==> src/logic/bus_handover_pkg.sv <==
// Constants and types for the request/grant bus handover logic
// Overview of operation
// - Hand over bus only after current cycle
// - Two lines; first line wins over second
// - One-clock grant pulse, then hold acknowledge
// - Bus interface detached during hold acknowledge
// - Release pulse; retake bus, enter T4
// - Three pulses; idle clock between exchanges
// - Memory cycle: release at T4 if early
// - No release after low byte of word
// - No release after first interrupt acknowledge
// - Idle processor releases bus next clock
// - Starting cycle: request counts as early
package bus_handover_pkg;

    localparam int LINE_CNT  = 2;
    localparam int LINE_HIGH = 0;
    localparam int LINE_LOW  = 1;

    // Bus cycle state the core enters on the next clock
    typedef enum logic [5:0]
    {
        BS_TI = 6'h01,
        BS_T1 = 6'h02,
        BS_T2 = 6'h04,
        BS_T3 = 6'h08,
        BS_TW = 6'h10,
        BS_T4 = 6'h20
    } bus_state_t;

    typedef struct packed
    {
        bus_state_t state;
        logic       mem_cycle;
        logic       word_low;
        logic       inta_first;
        logic       lock_active;
        logic       cycle_starting;
    } core_status_t;

    typedef enum logic [5:0]
    {
        ARB_IDLE   = 6'h01,
        ARB_WAIT   = 6'h02,
        ARB_GRANT  = 6'h04,
        ARB_HOLD   = 6'h08,
        ARB_RETURN = 6'h10,
        ARB_GAP    = 6'h20
    } arb_state_t;

    localparam logic LINE_IDLE_LVL = 1'b1;
    localparam logic LINE_PULSE_LVL = 1'b0;

endpackage

==> src/logic/local_bus_request_grant.sv <==
// Processor-side request/grant arbiter for the multiplexed local bus
`timescale 1ns/1ps

module local_bus_request_grant
(
    input  wire logic                           CLK,
    input  wire logic                           RST,
    input  wire bus_handover_pkg::core_status_t CORE_STAT,
    input  wire logic                           BUS_HANDOVER_LINE_HIGH_PRIO_IN,
    output logic                                BUS_HANDOVER_LINE_HIGH_PRIO_OUT,
    output logic                                BUS_HANDOVER_LINE_HIGH_PRIO_OE_N,
    input  wire logic                           BUS_HANDOVER_LINE_LOW_PRIO_IN,
    output logic                                BUS_HANDOVER_LINE_LOW_PRIO_OUT,
    output logic                                BUS_HANDOVER_LINE_LOW_PRIO_OE_N,
    output logic                                BUS_FLOAT,
    output logic                                RESUME_T4,
    output logic                                REQ_WAITING,
    output logic                                OWNER_LOW_PRIO
);

    bus_handover_pkg::arb_state_t state_q;
    bus_handover_pkg::arb_state_t state_d;

    logic [bus_handover_pkg::LINE_CNT-1:0] line_in;
    logic [bus_handover_pkg::LINE_CNT-1:0] line_low;
    logic [bus_handover_pkg::LINE_CNT-1:0] pend_q;
    logic [bus_handover_pkg::LINE_CNT-1:0] req_any;
    logic [bus_handover_pkg::LINE_CNT-1:0] oe_n_q;
    logic [bus_handover_pkg::LINE_CNT-1:0] out_q;
    logic                                  owner_q;
    logic                                  owner_d;
    logic                                  pick;
    logic                                  early_q;
    logic                                  early_now;
    logic                                  grant_ok;
    logic                                  exch_busy;
    logic                                  bus_float_q;
    logic                                  resume_q;
    logic                                  wait_q;

    // Line levels gathered into one vector for the per-line logic
    assign line_in[bus_handover_pkg::LINE_HIGH] = BUS_HANDOVER_LINE_HIGH_PRIO_IN;
    assign line_in[bus_handover_pkg::LINE_LOW]  = BUS_HANDOVER_LINE_LOW_PRIO_IN;

    // An exchange in progress owns its line until the idle gap is over
    assign exch_busy = (state_q != bus_handover_pkg::ARB_IDLE)
                    && (state_q != bus_handover_pkg::ARB_WAIT);

    genvar gi;
    generate
        for (gi = 0; gi < bus_handover_pkg::LINE_CNT; gi++)
        begin : g_line
            // Index of this line as a one-bit owner code
            localparam logic line_id = 1'(gi);

            // Own drive is never mistaken for a request
            assign line_low[gi] = (line_in[gi] == bus_handover_pkg::LINE_PULSE_LVL)
                               && oe_n_q[gi];
            assign req_any[gi] = pend_q[gi] | line_low[gi];

            // Request pulse is remembered until the arbiter takes it
            always_ff @(posedge CLK)
            begin
                if (RST)
                    pend_q[gi] <= 1'b0;
                // A request taken at once is not kept for a second exchange
                else if ((state_q == bus_handover_pkg::ARB_IDLE) && (pick == line_id))
                    pend_q[gi] <= 1'b0;
                else if (line_low[gi] && !(exch_busy && (owner_q == line_id)))
                    pend_q[gi] <= 1'b1;
            end

            // One-clock grant pulse on the line of the winner
            always_ff @(posedge CLK)
            begin
                if (RST)
                begin
                    oe_n_q[gi] <= 1'b1;
                    out_q[gi]  <= bus_handover_pkg::LINE_IDLE_LVL;
                end
                else if ((state_d == bus_handover_pkg::ARB_GRANT) && (owner_d == line_id))
                begin
                    oe_n_q[gi] <= 1'b0;
                    out_q[gi]  <= bus_handover_pkg::LINE_PULSE_LVL;
                end
                else
                begin
                    oe_n_q[gi] <= 1'b1;
                    out_q[gi]  <= bus_handover_pkg::LINE_IDLE_LVL;
                end
            end
        end
    endgenerate

    // First line wins when both ask together
    assign pick = req_any[bus_handover_pkg::LINE_HIGH] ? 1'b0 : 1'b1;

    // Request counts as early up to T2, or when no cycle has begun yet
    assign early_now = (CORE_STAT.state == bus_handover_pkg::BS_TI)
                    || (CORE_STAT.state == bus_handover_pkg::BS_T1)
                    || (CORE_STAT.state == bus_handover_pkg::BS_T2)
                    || CORE_STAT.cycle_starting;

    // Release points of the core's bus cycle
    always_comb
    begin
        grant_ok = 1'b0;
        if (CORE_STAT.lock_active)
            grant_ok = 1'b0;
        else if ((CORE_STAT.state == bus_handover_pkg::BS_TI) && !CORE_STAT.cycle_starting)
            grant_ok = 1'b1;
        else if (CORE_STAT.state == bus_handover_pkg::BS_T4)
            grant_ok = !CORE_STAT.inta_first
                    && (!CORE_STAT.mem_cycle
                        || (early_q && !CORE_STAT.word_low));
    end

    // Exchange sequence: wait for a release point, grant, hold, return, gap
    always_comb
    begin
        state_d = state_q;
        owner_d = owner_q;
        unique case (state_q)
            bus_handover_pkg::ARB_IDLE:
            begin
                if (|req_any)
                begin
                    state_d = bus_handover_pkg::ARB_WAIT;
                    owner_d = pick;
                end
            end
            bus_handover_pkg::ARB_WAIT:
            begin
                if (grant_ok)
                    state_d = bus_handover_pkg::ARB_GRANT;
            end
            bus_handover_pkg::ARB_GRANT:
                state_d = bus_handover_pkg::ARB_HOLD;
            bus_handover_pkg::ARB_HOLD:
            begin
                if (line_low[owner_q])
                    state_d = bus_handover_pkg::ARB_RETURN;
            end
            bus_handover_pkg::ARB_RETURN:
                state_d = bus_handover_pkg::ARB_GAP;
            bus_handover_pkg::ARB_GAP:
                state_d = bus_handover_pkg::ARB_IDLE;
            // A corrupted one-hot code falls back to idle
            default:
                state_d = bus_handover_pkg::ARB_IDLE;
        endcase
    end

    // Arbiter state and owner of the current exchange
    always_ff @(posedge CLK)
    begin
        if (RST)
        begin
            state_q <= bus_handover_pkg::ARB_IDLE;
            owner_q <= 1'b0;
        end
        else
        begin
            state_q <= state_d;
            owner_q <= owner_d;
        end
    end

    // Early flag follows the cycle in which the request is pending
    always_ff @(posedge CLK)
    begin
        if (RST)
            early_q <= 1'b0;
        else if (state_q == bus_handover_pkg::ARB_IDLE)
            early_q <= early_now;
        else if (state_q == bus_handover_pkg::ARB_WAIT)
        begin
            if (CORE_STAT.state == bus_handover_pkg::BS_T4)
                early_q <= 1'b0;
            else if (early_now)
                early_q <= 1'b1;
        end
        else
            early_q <= 1'b0;
    end

    // Bus interface floats from the clock after the grant to the release
    always_ff @(posedge CLK)
    begin
        if (RST)
            bus_float_q <= 1'b0;
        else
            bus_float_q <= (state_d == bus_handover_pkg::ARB_HOLD);
    end

    // One-clock pulse that hands the bus back to the core in T4
    always_ff @(posedge CLK)
    begin
        if (RST)
            resume_q <= 1'b0;
        else
            resume_q <= (state_d == bus_handover_pkg::ARB_RETURN);
    end

    // Request accepted and still waiting for a release point
    always_ff @(posedge CLK)
    begin
        if (RST)
            wait_q <= 1'b0;
        else
            wait_q <= (state_d == bus_handover_pkg::ARB_WAIT);
    end

    assign BUS_HANDOVER_LINE_HIGH_PRIO_OUT  = out_q[bus_handover_pkg::LINE_HIGH];
    assign BUS_HANDOVER_LINE_HIGH_PRIO_OE_N = oe_n_q[bus_handover_pkg::LINE_HIGH];
    assign BUS_HANDOVER_LINE_LOW_PRIO_OUT   = out_q[bus_handover_pkg::LINE_LOW];
    assign BUS_HANDOVER_LINE_LOW_PRIO_OE_N  = oe_n_q[bus_handover_pkg::LINE_LOW];
    assign BUS_FLOAT                        = bus_float_q;
    assign RESUME_T4                        = resume_q;
    assign REQ_WAITING                      = wait_q;
    assign OWNER_LOW_PRIO                   = owner_q;

endmodule

==> config.mk <==
export PLATFORM = sky130hd
export DESIGN_NAME = local_bus_request_grant
export DESIGN_NICKNAME = d
export VERILOG_FILES = /design/src/logic/bus_handover_pkg.sv /design/src/logic/local_bus_request_grant.sv
export SDC_FILE = /design/constraint.sdc
export NUM_CORES = 1
export LEC_CHECK = 0
export ABC_AREA = 0
export BUFFER_PORTS_ARGS = -buffer_cell sky130_fd_sc_hd__buf_2
export CORE_ASPECT_RATIO = 0.75
export CORE_UTILIZATION = 43
export DETAILED_ROUTE_END_ITERATION = 8
export PLACE_DENSITY = 0.69
export SETUP_SLACK_MARGIN = 0.02
export SYNTH_ARGS = -nofsm -noshare
export SYNTH_HDL_FRONTEND = slang
export SYNTH_SLANG_ARGS = --single-unit
==> constraint.sdc <==
create_clock -name CLK -period 2.6 [get_ports CLK]
set_input_delay 0.26 -clock CLK [delete_from_list [all_inputs] [get_ports CLK]]
set_output_delay 0.26 -clock CLK [all_outputs]
set_load 0.03 [all_outputs]
==> results_dict.tcl <==
set metrics [dict create \
    fin_area_um2 881 \
    start_kind "register" \
    r2r_setup_slack_ns 0.73 \
    yosys-top-cells-area "dfxtp_1, nor4b_1, a21oi_1, nor3_1, o21ai_0" \
    clk-insertion-delay-late_ns 0.28 \
    maxCapViolCount 0 \
    vias_per_cell 5.33 \
    rows 12 \
    max_stage_delay_ns 0.58 \
    cts_sinks 15 \
    synth_async_sr_flop_share 0 \
    ys_ff_latch 15 \
    grt_pass1_vias 611 \
    utilization 0.570 \
    dieArea_mm2 0.00191 \
    area_growth_pct 17.7 \
    syn-num-nets 97 \
    ff2ff_path_depth 5 \
    finalSetupTns_ns 0 \
    num_antenna_cells 0 \
    rsz0062_at_grt "false" \
    grt_pass1_wl_mm 2.69 \
    synth_edf_count 0 \
    worst_pin_slew_ns 0.429 \
    syn_area_um2 748 \
    ys_seq_area_frac 0.401 \
    maxSlewHeadroom 0.714 \
    r2r_start "state_q[4]" \
    initial_core_util 0.484 \
    setup_slack_ns 0.733 \
    dpl.hpwl_mm 1.21 \
    vias 666 \
    fp.coreArea_mm2 0.00155 \
    drtPass1Iterations 4 \
    setup_violations 0 \
    gp_congestion 0.761 \
    synth_ff_type "dfxtp_1" \
    drt-total-wl_mm 1.55 \
    grt_start_max_net_pins 12 \
    post_cts_buffers 0 \
    cts_tree "built" \
    leakage_nw 0.344 \
    cts_max_level 1 \
    post-place-ws_ns 0.745 \
    cp-end-kind "register" \
    power_density_mw_per_mm2 684 \
    arrival_ns 2.04 \
    dieHeight_um 38.1 \
    syn_avg_cell_area_um2 9.12 \
    drc 0 \
    antenna_found_initial 0 \
    clockBufferDepth 2 \
    synth.top_cell.area_share 0.401 \
    port_buffers 22 \
    finalCritPeriodShare 0.718 \
    finalMaxSlewViolations 0 \
    hold_end "OWNER_LOW_PRIO" \
    path_class "reg2reg" \
    cts_hold_buf 0 \
    placed_area_um2 853 \
    die_x_um 50.2 \
    drt_iter0_markers 10 \
    crit_fanout 5 \
    synth_top_cell_by_area "dfxtp_1" \
    whs_path_depth 2 \
    r2r-end "BUS_HANDOVER_LINE_LOW_PRIO_OUT" \
    cp.required_ns 2.77 \
    crit_chain "or4_4, or3b_4, nor2_2, o22ai_2, nand2b_1" \
    hold_path_class "in2reg" \
    hp-start "RST" \
    post-route-min-period_ns 1.87 \
    ios 23 \
    drive_gt1_frac 0.317 \
    fmax_mhz 535 \
    yosysWarningCount 0 \
    synthTopCellsByCount "dfxtp_1, a21oi_1, nor3_1" \
    final_nets 120 \
    cts_resized 0 \
    hold_viol 0 \
    syn-instance-count 82 \
    grt-ovfl-total 0 \
    ant_nets 0 \
    clk_pin_slew_ns 0.09 \
    wire_per_inst_um 12.4 \
    cts_made_buffers 3 \
    post-synth-top-count-cell "dfxtp_1" \
    whs_ns 0.250 \
    cts-root-buf "clkbuf_4" \
    cp_slowest_cell "or4_4" \
    synth.distinct_cells 35 \
    max-vdd-ir-drop_v 0.000537 \
    track_usage 0.196 \
    skew_ns 0.00724 \
    outcome "complete, no violations" \
]
==> routing by layer <==
layer  vias to the layer above  global-route usage  share of wire
met1                       302               0.243           0.52
met5                         -                   0              0
met3                         0              0.0714          0.034
li1                        352                   -              -
met2                        12               0.327           0.45
met4                         0              0.0429              0
==> worst max-delay path by stage <==
stage	start	end	slack, ns
after global routing	state_q[4]	pend_q[1]	0.60
after global placement	state_q[2]	BUS_HANDOVER_LINE_LOW_PRIO_OUT	0.75
after floorplan	state_q[2]	BUS_HANDOVER_LINE_LOW_PRIO_OUT	0.80
after CTS	state_q[4]	BUS_HANDOVER_LINE_LOW_PRIO_OUT	0.73
final	state_q[4]	BUS_HANDOVER_LINE_LOW_PRIO_OUT	0.73
after detailed placement	state_q[4]	BUS_HANDOVER_LINE_LOW_PRIO_OUT	0.74
==> report_power, final <==
part           leakage [nW]  internal, mW  switching, mW  total, mW
registers             0.122         0.252         0.0251      0.277
logic                 0.204        0.0860          0.109      0.195
clock network        0.0177        0.0570         0.0732      0.130
==> kinds of logic after synthesis <==
logic type	after synthesis	share of synthesized area
AO/OA/AOI/OAI	20	0.181
buffers and inverters	7	0.0568
AND/OR/NAND/NOR	38	0.338
flip-flops	15	0.401
XOR/XNOR	2	0.0234
==> placed cells by master (no fill, tap or decap), types with 2 or more instances in the layout <==
| cell type | n |
|---|---|
| nor4b_1 | 4 |
| a21oi_1 | 6 |
| dfxtp_1 | 15 |
| a211oi_1 | 2 |
| nor2b_1 | 3 |
| clkbuf_4 | 3 |
| nor4_1 | 3 |
| inv_1 | 2 |
| nor3_1 | 6 |
| nand2_1 | 3 |
| nor3b_1 | 2 |
| xor2_1 | 2 |
| o21ai_0 | 5 |
| nor2_1 | 5 |
| buf_2 | 22 |
| nand2b_1 | 2 |
==> stage by stage <==
step	instances	power [mW]
floorplan	82	0.424
global placement	121	0.469
detailed placement	121	0.476
CTS	125	0.607
global route	125	0.644
finish	125	0.602
==> layout make-up <==
cell class | count | area, um^2
clock buffer | 3 | 22.5
clock inverter | 1 | 5.00
fill | 153 | 666
inverter | 3 | 11.3
multi-input combinational | 60 | 405
sequential | 15 | 300
tap | 21 | 26.3
timing repair buffer | 22 | 110
==> flip-flops by register name (all words and copies together) (netlist names) <==
| name | flops |
|---|---|
| BUS_FLOAT | 1 |
| state_q | 6 |
| early_q | 1 |
| pend_q | 2 |
| RESUME_T4 | 1 |
| BUS_HANDOVER_LINE_HIGH_PRIO_OUT | 1 |
| REQ_WAITING | 1 |
| BUS_HANDOVER_LINE_LOW_PRIO_OUT | 1 |
| OWNER_LOW_PRIO | 1 |
==> worst max-delay path, delay by kind of cell, from the launching register on <==
kind,cells,cell delay (ns)
compound gates,1,0.09
flops,1,0.36
simple gates,4,1.31
No activity file was read; power rests on OpenSTA's default activity.
